==> src/pkg/reset_seq_pkg.sv <==
// Purpose: shared constants and types for the reset sequencer
// Assumes: base clock is the pre-divider input clock
// Notes:   register fields are packed structs, low bit last
package reset_seq_pkg;

  // interval lengths in base clock cycles
  localparam int SHORT_CYCLES    = 2048;
  localparam int LONG_CYCLES_DEF = 16384;
  localparam int CNT_W           = 15;

  // synchroniser lanes: 0 por, 1 pin, 5:2 port keys, 9:6 scan keys
  localparam int        NSYNC    = 10;
  localparam logic [9:0] SYNC_RST = 10'h002;

  // restart address of the core
  localparam logic [11:0] PC_RESET_ADDR = 12'h000;

  // register byte offsets
  localparam logic [7:0] ADR_STATUS = 8'h00;
  localparam logic [7:0] ADR_WDOG   = 8'h04;
  localparam logic [7:0] ADR_FLAGS  = 8'h08;
  localparam logic [7:0] ADR_START  = 8'h0C;
  localparam logic [7:0] ADR_PERIPH = 8'h10;

  // watchdog control bits
  localparam int WDOG_START_BIT = 0;
  localparam int WDOG_STOP_BIT  = 1;

  // selector encodings
  localparam logic [1:0] DUTY_QUARTER = 2'h0;
  localparam logic [1:0] DEB_STAGE10  = 2'h2;
  localparam logic       SRC_BASE     = 1'h0;
  localparam logic       SRC_STAGE8   = 1'h0;
  localparam logic       CLK_SLOW_XT  = 1'h0;

  typedef enum logic [1:0] {ST_RUN, ST_HOLD, ST_COUNT} seq_state_t;

  typedef struct packed {
    logic       backup_mode_flag;
    logic [7:0] irq_enable_flags;
    logic [5:0] halt_release_enable_flags;
    logic [7:0] halt_request_flags;
    logic [4:0] switch_enable_flags;
    logic [2:0] stop_release_enable_flags;
  } flags_t;

  typedef struct packed {
    logic [4:0] port_out_en;
    logic [4:0] pull_low_en;
    logic       sysclk_fast;
    logic [2:0] timer_run;
    logic       scan_run;
    logic       conv_run;
    logic       fgen_run;
    logic [1:0] fgen_duty;
    logic       fgen_src;
    logic [1:0] clear_duty;
    logic       clear_src;
    logic [1:0] pump_duty;
    logic       pump_src;
    logic [1:0] deb_sel;
  } periph_t;

  localparam flags_t FLAGS_RST = '{backup_mode_flag: 1'h1, default: '0};
  localparam logic [10:0] START_RST = 11'h000;
  localparam periph_t PERIPH_RST = '{
    port_out_en: 5'h00, pull_low_en: 5'h1F, sysclk_fast: CLK_SLOW_XT,
    timer_run: 3'h0, scan_run: 1'h0, conv_run: 1'h0, fgen_run: 1'h0,
    fgen_duty: DUTY_QUARTER, fgen_src: SRC_BASE,
    clear_duty: DUTY_QUARTER, clear_src: SRC_STAGE8,
    pump_duty: DUTY_QUARTER, pump_src: SRC_BASE, deb_sel: DEB_STAGE10};

endpackage

==> src/pkg/interval_if.sv <==
// Purpose: link between sequencer and interval counter
// Assumes: one clock domain
// Notes:   start and done are one-cycle pulses
`timescale 1ns/10ps
`default_nettype none
interface interval_if;
  logic start;
  logic abort;
  logic busy;
  logic done;
  modport ctl (output start, output abort, input busy, input done);
  modport cnt (input start, input abort, output busy, output done);
endinterface // interval_if
`default_nettype wire

==> src/verilog/mcu_reset_sequencer.sv <==
// Purpose: merges reset sources, forces initial state, times release
// Assumes: wdt_overflow_i comes from logic on clk_i
// Notes:   build options are module parameters
// Overview of operation
// - any of power-on, pin, key combination or watchdog enters reset.
// - program counter is forced to address zero while in reset.
// - control flags clear to zero in reset, backup flag set to one.
// - both sounder outputs and both panel outputs held low in reset.
// - pull-low on all five ports switched on, all ports input.
// - debounce stage ten, pump base quarter, clear stage eight quarter.
// - frequency generator base clock, quarter duty, stopped.
// - converter stopped, its six outputs low.
// - display all off, key scanner stopped, sixteen scan outputs high.
// - timers stopped; watchdog stopped and its enable flag cleared, except on watchdog reset.
// - system clock source set to slow crystal.
// - after a source, count interval, then resume normal operation.
// - interval is 16384 or 2048 base clock cycles by option.
// - power-on detection acts only when enabled, then starts count.
// - low reset pin places device in reset.
// - reset pin handled as level or pulse by option.
// - level mode holds counter idle while pin low, counts after high.
// - pulse mode counts at once and finishes whatever the pin does.
// - all selected port inputs, or all selected scan inputs, high together enter reset.
// - key combination count begins once any selected input falls.
// - watchdog reset keeps watchdog running, flag set, divider uncleared.
// - other sources disable watchdog and clear its flag.
`timescale 1ns/10ps
`default_nettype none
module mcu_reset_sequencer #(
  parameter bit         POR_EN        = 1'b1,
  parameter bit         PIN_PULSE     = 1'b0,
  parameter bit         SHORT_SEL     = 1'b0,
  parameter logic [3:0] KEY_PORT_MASK = 4'h0,
  parameter logic [3:0] KEY_SCAN_MASK = 4'hF,
  parameter int         LONG_CYCLES   = reset_seq_pkg::LONG_CYCLES_DEF
) (
  input  wire logic        clk_i,
  input  wire logic        rst_i,
  input  wire logic        wb_cyc_i,
  input  wire logic        wb_stb_i,
  input  wire logic        wb_we_i,
  input  wire logic [7:0]  wb_adr_i,
  input  wire logic [3:0]  wb_sel_i,
  input  wire logic [31:0] wb_dat_i,
  output logic      [31:0] wb_dat_o,
  output logic             wb_ack_o,
  input  wire logic        por_i,
  input  wire logic        reset_pin_n_i,
  input  wire logic [3:0]  key_port_i,
  input  wire logic [3:0]  key_scan_inputs_i,
  input  wire logic        wdt_overflow_i,
  input  wire logic        sounder_src_i,
  input  wire logic        panel_clear_src_i,
  input  wire logic        panel_pump_src_i,
  input  wire logic [5:0]  converter_src_i,
  input  wire logic [15:0] key_scan_src_i,
  output logic             core_reset_o,
  output logic             pc_load_o,
  output logic      [11:0] pc_reset_addr_o,
  output logic      [10:0] start_condition_flags_o,
  output logic      [30:0] ctrl_flags_o,
  output logic      [27:0] periph_cfg_o,
  output logic             sounder_out_o,
  output logic             sounder_out_inv_o,
  output logic             panel_clear_out_o,
  output logic             panel_pump_out_o,
  output logic      [5:0]  converter_outputs_o,
  output logic      [15:0] key_scan_outputs_o,
  output logic             lcd_all_off_o,
  output logic             divider_clear_o,
  output logic             watchdog_run_o,
  output logic             watchdog_enable_flag_o
);

  localparam int LEN = SHORT_SEL ? reset_seq_pkg::SHORT_CYCLES
                                 : LONG_CYCLES;

  typedef struct packed {
    reset_seq_pkg::seq_state_t st;
    logic                      wd_cause;
    logic                      watchdog_enable_flag;
    logic [9:0]                s1;
    logic [9:0]                s2;
    logic [9:0]                s3;
    logic [9:0]                f;
    logic [9:0]                fp;
    logic                      combo_p;
    reset_seq_pkg::flags_t     flg;
    logic [10:0]               start_condition_flags;
    reset_seq_pkg::periph_t    per;
    logic                      snd;
    logic                      snd_n;
    logic                      clr;
    logic                      pump;
    logic [5:0]                conv;
    logic [15:0]               scan;
    logic                      ack;
    logic [31:0]               dat;
  } seq_regs_t;

  seq_regs_t r_reg;
  seq_regs_t r_next;
  interval_if cif ();

  logic combo;
  logic por_ev;
  logic pin_ev;
  logic key_ev;
  logic hold;
  logic ev;
  logic wd_only;
  logic wr_go;
  logic in_rst;

  ////////////////////////////////////////////////////////////////////////
  // byte-lane merge of a write
  function automatic logic [31:0] merge(input logic [31:0] old,
                                        input logic [31:0] dat,
                                        input logic [3:0]  sel);
    logic [31:0] res;
    res = old;
    for (int b = 0; b < 4; b++) begin
      if (sel[b]) begin
        res[b*8 +: 8] = dat[b*8 +: 8];
      end
    end
    return res;
  endfunction

  // all selected inputs high together
  function automatic logic all_high(input logic [3:0] v,
                                    input logic [3:0] m);
    return (|m) && (&(v | ~m));
  endfunction

  ////////////////////////////////////////////////////////////////////////
  // interval counter
  interval_counter #(
    .LEN (LEN)
  ) u_cnt (
    .clk_i (clk_i),
    .rst_i (rst_i),
    .cif   (cif.cnt)
  );

  ////////////////////////////////////////////////////////////////////////
  // source decode from filtered inputs, watchdog overflow taken directly
  always_comb begin
    combo  = all_high(r_reg.f[5:2], KEY_PORT_MASK)
          || all_high(r_reg.f[9:6], KEY_SCAN_MASK);
    por_ev = POR_EN && r_reg.f[0] && !r_reg.fp[0];
    pin_ev = PIN_PULSE && !r_reg.f[1] && r_reg.fp[1];
    key_ev = r_reg.combo_p && !combo;
    hold   = (!PIN_PULSE && !r_reg.f[1]) || combo;
    ev     = por_ev || pin_ev || key_ev || wdt_overflow_i;
    wd_only = wdt_overflow_i && !(hold || por_ev || pin_ev || key_ev);
    wr_go  = wb_cyc_i && wb_stb_i && wb_we_i && r_reg.ack;
  end

  // counter control
  assign cif.abort = hold;
  assign cif.start = !hold && (ev || r_reg.st == reset_seq_pkg::ST_HOLD);

  ////////////////////////////////////////////////////////////////////////
  // next state
  always_comb begin
    r_next = r_reg;
    // three-stage synchroniser, change taken once stages agree
    r_next.s1 = {key_scan_inputs_i, key_port_i, reset_pin_n_i, por_i};
    r_next.s2 = r_reg.s1;
    r_next.s3 = r_reg.s2;
    for (int i = 0; i < reset_seq_pkg::NSYNC; i++) begin
      if (r_reg.s2[i] == r_reg.s3[i]) begin
        r_next.f[i] = r_reg.s3[i];
      end
    end
    r_next.fp      = r_reg.f;
    r_next.combo_p = combo;
    // sequencer
    if (hold) begin
      r_next.st = reset_seq_pkg::ST_HOLD;
    end else if (cif.start) begin
      r_next.st = reset_seq_pkg::ST_COUNT;
    end else if (r_reg.st == reset_seq_pkg::ST_COUNT && cif.done) begin
      r_next.st = reset_seq_pkg::ST_RUN;
    end
    // watchdog cause and enable flag
    if (hold || (ev && !wd_only)) begin
      r_next.wd_cause = 1'b0;
      r_next.watchdog_enable_flag      = 1'b0;
    end else if (wd_only) begin
      r_next.wd_cause = 1'b1;
    end
    // bus slave
    r_next.ack = wb_cyc_i && wb_stb_i && !r_reg.ack;
    if (wb_cyc_i && wb_stb_i && !r_reg.ack) begin
      case (wb_adr_i)
        reset_seq_pkg::ADR_STATUS:
          r_next.dat = {27'h0000000, combo, r_reg.watchdog_enable_flag, r_reg.wd_cause,
                        cif.busy, r_reg.st != reset_seq_pkg::ST_RUN};
        reset_seq_pkg::ADR_WDOG:
          r_next.dat = {31'h00000000, r_reg.watchdog_enable_flag};
        reset_seq_pkg::ADR_FLAGS:
          r_next.dat = {1'h0, r_reg.flg};
        reset_seq_pkg::ADR_START:
          r_next.dat = {21'h000000, r_reg.start_condition_flags};
        reset_seq_pkg::ADR_PERIPH:
          r_next.dat = {4'h0, r_reg.per};
        default:
          r_next.dat = 32'h00000000;
      endcase
    end
    in_rst = r_next.st != reset_seq_pkg::ST_RUN;
    if (wr_go && !in_rst) begin
      case (wb_adr_i)
        reset_seq_pkg::ADR_WDOG: begin
          if (wb_sel_i[0] && wb_dat_i[reset_seq_pkg::WDOG_STOP_BIT]) begin
            r_next.watchdog_enable_flag = 1'b0;
          end else if (wb_sel_i[0] &&
                       wb_dat_i[reset_seq_pkg::WDOG_START_BIT]) begin
            r_next.watchdog_enable_flag = 1'b1;
          end
        end
        reset_seq_pkg::ADR_FLAGS:
          r_next.flg = 31'(merge({1'h0, r_reg.flg}, wb_dat_i, wb_sel_i));
        reset_seq_pkg::ADR_START:
          r_next.start_condition_flags = 11'(merge({21'h0, r_reg.start_condition_flags}, wb_dat_i, wb_sel_i));
        reset_seq_pkg::ADR_PERIPH:
          r_next.per = 28'(merge({4'h0, r_reg.per}, wb_dat_i, wb_sel_i));
        default: begin
        end
      endcase
    end
    // forced initial state while in reset
    if (in_rst) begin
      r_next.flg = reset_seq_pkg::FLAGS_RST;
      r_next.start_condition_flags = reset_seq_pkg::START_RST;
      r_next.per = reset_seq_pkg::PERIPH_RST;
    end
    // pin drivers
    r_next.snd   = !in_rst && sounder_src_i;
    r_next.snd_n = !in_rst && !sounder_src_i;
    r_next.clr   = !in_rst && panel_clear_src_i;
    r_next.pump  = !in_rst && panel_pump_src_i;
    r_next.conv  = in_rst ? 6'h00 : converter_src_i;
    r_next.scan  = in_rst ? 16'hFFFF : key_scan_src_i;
  end

  // state register
  always_ff @(posedge clk_i) begin
    if (rst_i) begin
      r_reg       <= '0;
      r_reg.st    <= reset_seq_pkg::ST_HOLD;
      r_reg.s1    <= reset_seq_pkg::SYNC_RST;
      r_reg.s2    <= reset_seq_pkg::SYNC_RST;
      r_reg.s3    <= reset_seq_pkg::SYNC_RST;
      r_reg.f     <= reset_seq_pkg::SYNC_RST;
      r_reg.fp    <= reset_seq_pkg::SYNC_RST;
      r_reg.flg   <= reset_seq_pkg::FLAGS_RST;
      r_reg.per   <= reset_seq_pkg::PERIPH_RST;
      r_reg.scan  <= 16'hFFFF;
    end else begin
      r_reg <= r_next;
    end
  end

  ////////////////////////////////////////////////////////////////////////
  // outputs
  assign core_reset_o            = r_reg.st != reset_seq_pkg::ST_RUN;
  assign pc_load_o               = core_reset_o;
  assign pc_reset_addr_o         = reset_seq_pkg::PC_RESET_ADDR;
  assign start_condition_flags_o = r_reg.start_condition_flags;
  assign ctrl_flags_o            = r_reg.flg;
  assign periph_cfg_o            = r_reg.per;
  assign sounder_out_o           = r_reg.snd;
  assign sounder_out_inv_o       = r_reg.snd_n;
  assign panel_clear_out_o       = r_reg.clr;
  assign panel_pump_out_o        = r_reg.pump;
  assign converter_outputs_o     = r_reg.conv;
  assign key_scan_outputs_o      = r_reg.scan;
  assign lcd_all_off_o           = core_reset_o;
  assign divider_clear_o         = core_reset_o && !r_reg.wd_cause;
  assign watchdog_run_o          = r_reg.watchdog_enable_flag &&
                                   (!core_reset_o || r_reg.wd_cause);
  assign watchdog_enable_flag_o  = r_reg.watchdog_enable_flag;
  assign wb_ack_o                = r_reg.ack;
  assign wb_dat_o                = r_reg.dat;
endmodule // mcu_reset_sequencer
`default_nettype wire

==> src/verilog/interval_counter.sv <==
// Purpose: counts the reset interval in base clock cycles
// Assumes: LEN fits in CNT_W bits
// Notes:   start restarts, abort idles, done pulses after LEN cycles
`timescale 1ns/10ps
`default_nettype none
module interval_counter #(
  parameter int LEN = reset_seq_pkg::LONG_CYCLES_DEF
) (
  input  wire logic  clk_i,
  input  wire logic  rst_i,
  interval_if.cnt    cif
);

  localparam logic [reset_seq_pkg::CNT_W-1:0] LAST =
    reset_seq_pkg::CNT_W'(LEN - 1);

  typedef struct packed {
    logic [reset_seq_pkg::CNT_W-1:0] cnt;
    logic                            busy;
    logic                            done;
  } cnt_state_t;

  cnt_state_t r_reg;
  cnt_state_t r_next;

  ////////////////////////////////////////////////////////////////////////
  // next state
  always_comb begin
    r_next      = r_reg;
    r_next.done = 1'b0;
    if (cif.abort) begin
      r_next.busy = 1'b0;
      r_next.cnt  = '0;
    end else if (cif.start) begin
      r_next.busy = 1'b1;
      r_next.cnt  = '0;
    end else if (r_reg.busy) begin
      if (r_reg.cnt == LAST) begin
        r_next.busy = 1'b0;
        r_next.done = 1'b1;
      end else begin
        r_next.cnt = r_reg.cnt + 1'b1;
      end
    end
  end

  // state register
  always_ff @(posedge clk_i) begin
    if (rst_i) begin
      r_reg <= '0;
    end else begin
      r_reg <= r_next;
    end
  end

  assign cif.busy = r_reg.busy;
  assign cif.done = r_reg.done;
endmodule // interval_counter
`default_nettype wire

==> config.mk <==
export PLATFORM = sky130hd
export DESIGN_NAME = mcu_reset_sequencer
export DESIGN_NICKNAME = d
export VERILOG_FILES = /design/src/pkg/reset_seq_pkg.sv /design/src/pkg/interval_if.sv /design/src/verilog/mcu_reset_sequencer.sv /design/src/verilog/interval_counter.sv
export SDC_FILE = /design/constraint.sdc
export NUM_CORES = 1
export LEC_CHECK = 0
export ABC_AREA = 1
export ABC_CLOCK_PERIOD_IN_PS = 4800
export CAP_MARGIN = 30
export CORE_UTILIZATION = 45
export CTS_CLUSTER_DIAMETER = 40
export CTS_CLUSTER_SIZE = 40
export DETAILED_ROUTE_END_ITERATION = 16
export DONT_BUFFER_PORTS = 1
export GPL_ROUTABILITY_DRIVEN = 0
export HOLD_SLACK_MARGIN = 0.12
export SETUP_SLACK_MARGIN = 0.05
export SYNTH_ARGS = -nofsm -noshare
export SYNTH_HDL_FRONTEND = slang
export SYNTH_HIERARCHICAL = 1
export SYNTH_SLANG_ARGS = --single-unit
==> constraint.sdc <==
create_clock -name clk_i -period 4.8 [get_ports clk_i]
set_input_delay 0.24 -clock clk_i [delete_from_list [all_inputs] [get_ports clk_i]]
set_output_delay 0.24 -clock clk_i [all_outputs]
set_load 0.03 [all_outputs]
==> results of run 1 <==
[per-layer routing]
| metal | vias up | share of wire (%) | GRT usage [%] |
|---|---|---|---|
| li1 | 3181 | - | - |
| met1 | 2768 | 43 | 24.3 |
| met2 | 160 | 47 | 35.1 |
| met3 | 23 | 8.2 | 8.70 |
| met4 | 0 | 2.0 | 6.96 |
| met5 | - | 0 | 0 |
[power breakdown]
group	total, mW	switching (mW)	internal [mW]
Sequential	1.50	0.0273	1.47
Clock	1.33	0.588	0.741
Combinational	0.159	0.0980	0.0608
Total	2.98	0.714	2.27
[cell families (layout without fill, tap and decap cells)]
family | after synthesis | in the layout | share of synthesized area (%)
AND/OR/NAND/NOR | 574 | 574 | 31.0
buffers and inverters | 283 | 216 | 20.0
flip-flops | 175 | 175 | 42.8
AO/OA/AOI/OAI | 90 | 90 | 5.74
XOR/XNOR | 2 | 2 | 0.214
adder cells (fa/ha/maj) | 1 | 1 | 0.153
other | 1 | 13 | 0.0459
[synth_stat cells, drive strengths merged]
cell type	number	area [um2]
nand4	19	140
or2	21	131
nor3b	1	7.51
nand3	36	275
inv	108	408
a21oi	46	230
ha	1	12.5
o21ai	32	164
clkinv	1	5.00
nor3	6	40.0
xnor2	1	8.76
conb	1	3.75
xor2	1	8.76
o22ai	12	75.1
nand2	260	991
nor2	229	917
clkbuf	17	63.8
nor4	1	21.3
buf	157	1160
dfxtp	175	3500
nand3b	1	7.51
[worst min-delay path, cell delays in order]
cell,delay (ps)
nand3_4,140
nor2_1,60
nor2_1,80
[how the worst max path moves through the flow]
| stage | cells past startpoint | slack, ps | endpoint | from |
|---|---|---|---|---|
| after floorplan | 8 | 3110 | ctrl_flags_o[24] | wb_ack_o |
| after global placement | 8 | 2430 | ctrl_flags_o[25] | wb_adr_i[1] |
| after detailed placement | 9 | 2420 | ctrl_flags_o[25] | wb_adr_i[1] |
| after CTS | 9 | 1660 | start_condition_flags_o[10] | wb_ack_o |
| after global routing | 9 | 1410 | start_condition_flags_o[10] | wb_ack_o |
| final | 9 | 1670 | start_condition_flags_o[10] | wb_ack_o |
[through the flow]
stage	hold WS (ps)	power (mW)	utilization, %
2_1_floorplan	312	1.63	-
3_3_place_gp	314	1.62	41.7
3_5_place_dp	315	1.63	41.9
4_1_cts	130	3.02	49.3
5_1_grt	138	3.09	49.3
6_report	130	2.98	49.3
[final cells by class]
cell class                      count  area share, %
Multi-Input combinational cell    680           35.8
Sequential cell                   175           40.5
Clock inverter                     12           1.27
Tap cell                          225           3.26
Inverter                          109           4.78
Clock buffer                       19           5.24
Timing Repair Buffer               76           9.12
==> results.yml, run 1 <==
power:
  p_per_area_mw_per_mm2: 345
  ir_drop_uv: 256
  p_leak_nw: 3.72
sta:
  setup_viol: 0
  timing.fmax_ghz: 0.319
  relSlewSlack_pct: 36.8
  final.min_clock_period_ps: 3130
  tns_ps: 0
  slew_violations: 0
  grt_setup_unrepaired: "no"
  fin_crit_sh_pct: 65.3
  worst_clock_skew_ps: 22.3
  timing.final.ws_setup_ps: 1670
  worst_slew_pin_slew_ps: 940
  hold_viol: 0
synth:
  avgSynthCellArea_um2: 7.26
  syn_area_mm2: 0.00818
  seq_area_frac_synth_pct: 42.8
  yosysWarningCount: 6
  ys_ff_latch: 175
  synth_cell_types: 37
  synth_cells: 1126
layout:
  diodes: 0
  stdcell_area_mm2: 0.00864
  drive_gt1_share_pct: 7.56
  instances_no_fill: 1296
  fin_nets: 1145
  multiInputGateArea_mm2: 0.00309
  num-fill-cells: 1755
  layout_commonest_cell: "nand2_1"
  final_cell_mix: "nand2_1, nor2_1, dfxtp_1"
  area_growth_pct: 5.68
  regArea_mm2: 0.00350
setup_path:
  path_common_cell: "nor2_1"
  r2r-end: "start_condition_flags_o[10]"
  crit_type: "register to register"
  rr_startpoint: "wb_ack_o"
  cp_cell_sequence: "nand4_1, nor2_1, nand2_2, nor2_8, nand3_2, nor2_1, dlygate4sd3_1, nor2_1, dlygate4sd3_1"
  cpPeakStageDelay_ps: 570
  reg2reg_setup_slack_ps: 1670
  critical_path_required_ps: 5120
  crit_fanout: 19
  critPathLaunchType: "register"
  reg2reg_depth: 9
  cp_top_family: "simple AND/OR/NAND/NOR gates"
  arrival_ps: 3460
  cp_slowest_cell: "dfxtp_1"
  critPathCaptureType: "register"
  crit_buf_inv: 2
route:
  dr.first_iter.drc_count: 247
  viasPerCell: 4.73
  firstDrtPassIters: 4
  wire_per_inst_um: 15.0
  drc: 0
  wl_mm: 19.4
  antenna_left: 0
  num_vias: 6132
cts:
  postCtsSetupRepairBufs: 0
  worstSkewPairLatency_ps: 430
  htreeDepth: 4
  clk_pin_slew_ps: 70
  cts_resized: 0
  cts_made_buffers: 17
  tritoncts: "done"
  cts-root-buf: "clkbuf_16"
  cts_num_sinks: 175
  clockBufferDepth: 2
  ctsHoldBuffers: 72
place:
  hpwl_mm: 12.9
  pre_cts_slack_ps: 2420
  dpl-instance-area_mm2: 0.00734
  portBuffers: 0
  dp.cells: 1193
floorplan:
  die_x_um: 137
  start_util_pct: 46.6
  rows: 48
  core_mm2: 0.0175
  pin_count: 232
  die_h_um: 137
  die-area_mm2: 0.0187
global_route:
  grt_pass1_vias: 5745
  grt_overflow: 0
  track_usage_pct: 21.0
  grt_first_pass_wirelength_mm: 29.9
  antenna_found_initial: 0
  grt_start_max_net_pins: 60
worst_hold_path:
  min_to: "ctrl_flags_o[7]"
  hold_class: "input pin to register"
  hp-start: "wb_sel_i[0]"
  hold_depth: 3
outcome:
  run_status: "finished clean"
flow_run:
  drv_cap: 0
No activity file was read; power rests on OpenSTA's default activity.
==> inputs of run 2 (changes only) <==
--- a/config.mk
+++ b/config.mk
@@ -6,7 +6,7 @@
 export NUM_CORES = 1
 export LEC_CHECK = 0
 export ABC_AREA = 1
-export ABC_CLOCK_PERIOD_IN_PS = 4800
+export ABC_CLOCK_PERIOD_IN_PS = 3100
 export CAP_MARGIN = 30
 export CORE_UTILIZATION = 45
 export CTS_CLUSTER_DIAMETER = 40
==> constraint.sdc (replaced) <==
create_clock -name clk_i -period 3.1 [get_ports clk_i]
set_input_delay 0.155 -clock clk_i [delete_from_list [all_inputs] [get_ports clk_i]]
set_output_delay 0.155 -clock clk_i [all_outputs]
set_load 0.03 [all_outputs]
==> results.yml, run 2 (synthesis results as in run 1) <==
global_route:
  grt_start_max_net_pins: 71
  track_usage_pct: 21.4
  grt_overflow: 0
  grt_first_pass_wirelength_mm: 30.4
  antenna_found_initial: 1
  grt_pass1_vias: 5763
setup_path:
  cp_top_family: "simple AND/OR/NAND/NOR gates"
  critPathLaunchType: "register"
  arrival_ps: 3040
  crit_fanout: 19
  critical_path_required_ps: 3420
  path_common_cell: "nor2_1"
  critPathCaptureType: "register"
  cp_slowest_cell: "dfxtp_1"
  crit_type: "register to register"
  cpPeakStageDelay_ps: 570
  cp_cell_sequence: "nand4_1, nor2_1, nand2_2, nor2_8, nand3_2, nor2_1, dlygate4sd3_1, nor2_1"
  crit_buf_inv: 1
layout:
  layout_commonest_cell: "nand2_1"
  area_growth_pct: 7.64
  final_cell_mix: "nand2_1, nor2_1, dfxtp_1"
  drive_gt1_share_pct: 7.63
  fin_nets: 1161
  multiInputGateArea_mm2: 0.00309
  diodes: 0
  regArea_mm2: 0.00350
  num-fill-cells: 1750
power:
  p_per_area_mw_per_mm2: 537
  p_sw_share_pct: 23.6
  comb_power_share_pct: 5.3
  p_leak_nw: 3.83
  switching_power_mw: 1.12
  power_mw: 4.73
  ir_drop_uv: 509
  seq_power_share_pct: 49.0
  clkPwrFrac_pct: 45.6
  intPower_mw: 3.61
place:
  pre_cts_slack_ps: 773
  hpwl_mm: 12.8
  portBuffers: 0
sta:
  timing.hold.ws_ps: 151
  relSlewSlack_pct: 39.0
  timing.final.ws_setup_ps: 377
  worst_clock_skew_ps: 16.3
  grt_setup_unrepaired: "no"
  worst_slew_pin_slew_ps: 913
  tns_ps: 0
  fin_crit_sh_pct: 87.8
  slew_violations: 0
  hold_viol: 0
  timing.fmax_ghz: 0.367
  final.min_clock_period_ps: 2720
  setup_viol: 0
cts:
  htreeDepth: 4
  cts_resized: 0
  clk_pin_slew_ps: 60
  cts-root-buf: "clkbuf_16"
  postCtsSetupRepairBufs: 0
  cts_num_sinks: 175
  tritoncts: "done"
  cts_made_buffers: 17
  clockBufferDepth: 2
  ctsHoldBuffers: 85
  worstSkewPairLatency_ps: 430
route:
  highest_layer: "met5"
  met2WireLength_mm: 9.33
  viasPerCell: 4.75
  antenna_left: 0
  dr.first_iter.drc_count: 299
  wl_met3_mm: 1.49
  wl_mm: 19.7
  drc: 0
  num_vias: 6232
  firstDrtPassIters: 7
  wire_per_inst_um: 15.0
  wl_met1_mm: 8.62
floorplan:
  die_h_um: 137
  die-area_mm2: 0.0187
  core_mm2: 0.0175
  rows: 48
  start_util_pct: 46.6
  pin_count: 232
  die_x_um: 137
worst_hold_path:
  hold_class: "input pin to register"
flow_run:
  drv_cap: 0
outcome:
  run_status: "finished clean"
==> run 2: tightest hold or removal path: cells and delay by family <==
family           cells  cell delay, ps
AO/OA/AOI/OAI        2             200
AND/OR/NAND/NOR      2             170
==> run 2: final timing paths <==
check | from | cells after the start | slack [ps] | endpoint
worst min-delay path | wb_adr_i[2] | 4 | 150 | wb_dat_o[0]
worst max-delay path | wb_ack_o | 8 | 380 | ctrl_flags_o[25]
worst max register to register | wb_ack_o | 8 | 380 | ctrl_flags_o[25]
worst min register to register | r_next[169] | 2 | 410 | r_next[159]
==> run 2: power by group through the flow <==
stage	Sequential [mW]	Clock (mW)	Combinational [mW]
floorplan	2.34	0	0.180
global placement	2.37	0	0.146
finish	2.32	2.16	0.252
detailed placement	2.37	0	0.147
CTS	2.32	2.21	0.251
global route	2.32	2.30	0.274
==> run 2: final cells by class <==
| cell class | instances | area share, % |
|---|---|---|
| tap | 225 | 3.20 |
| clock inverter | 11 | 1.48 |
| inverter | 109 | 4.69 |
| multi-input combinational | 680 | 35.1 |
| timing repair buffer | 92 | 10.5 |
| clock buffer | 21 | 5.23 |
| sequential | 175 | 39.8 |
==> run 2: through the flow <==
stage               cell area [um2]  instances  util, %
floorplan                      8220       1138        -
global placement               7340       1196     41.9
detailed placement             7340       1196     41.9
CTS                            8800       1313     50.2
global route                   8800       1313     50.2
finish                         8800       1313     50.2
==> run 2: per-layer routing <==
layer / track usage, % / vias up
met3: 7.04 / 16
met5: 0 / -
met2: 36.1 / 164
met4: 6.65 / 2
li1: - / 3210
met1: 25.8 / 2840
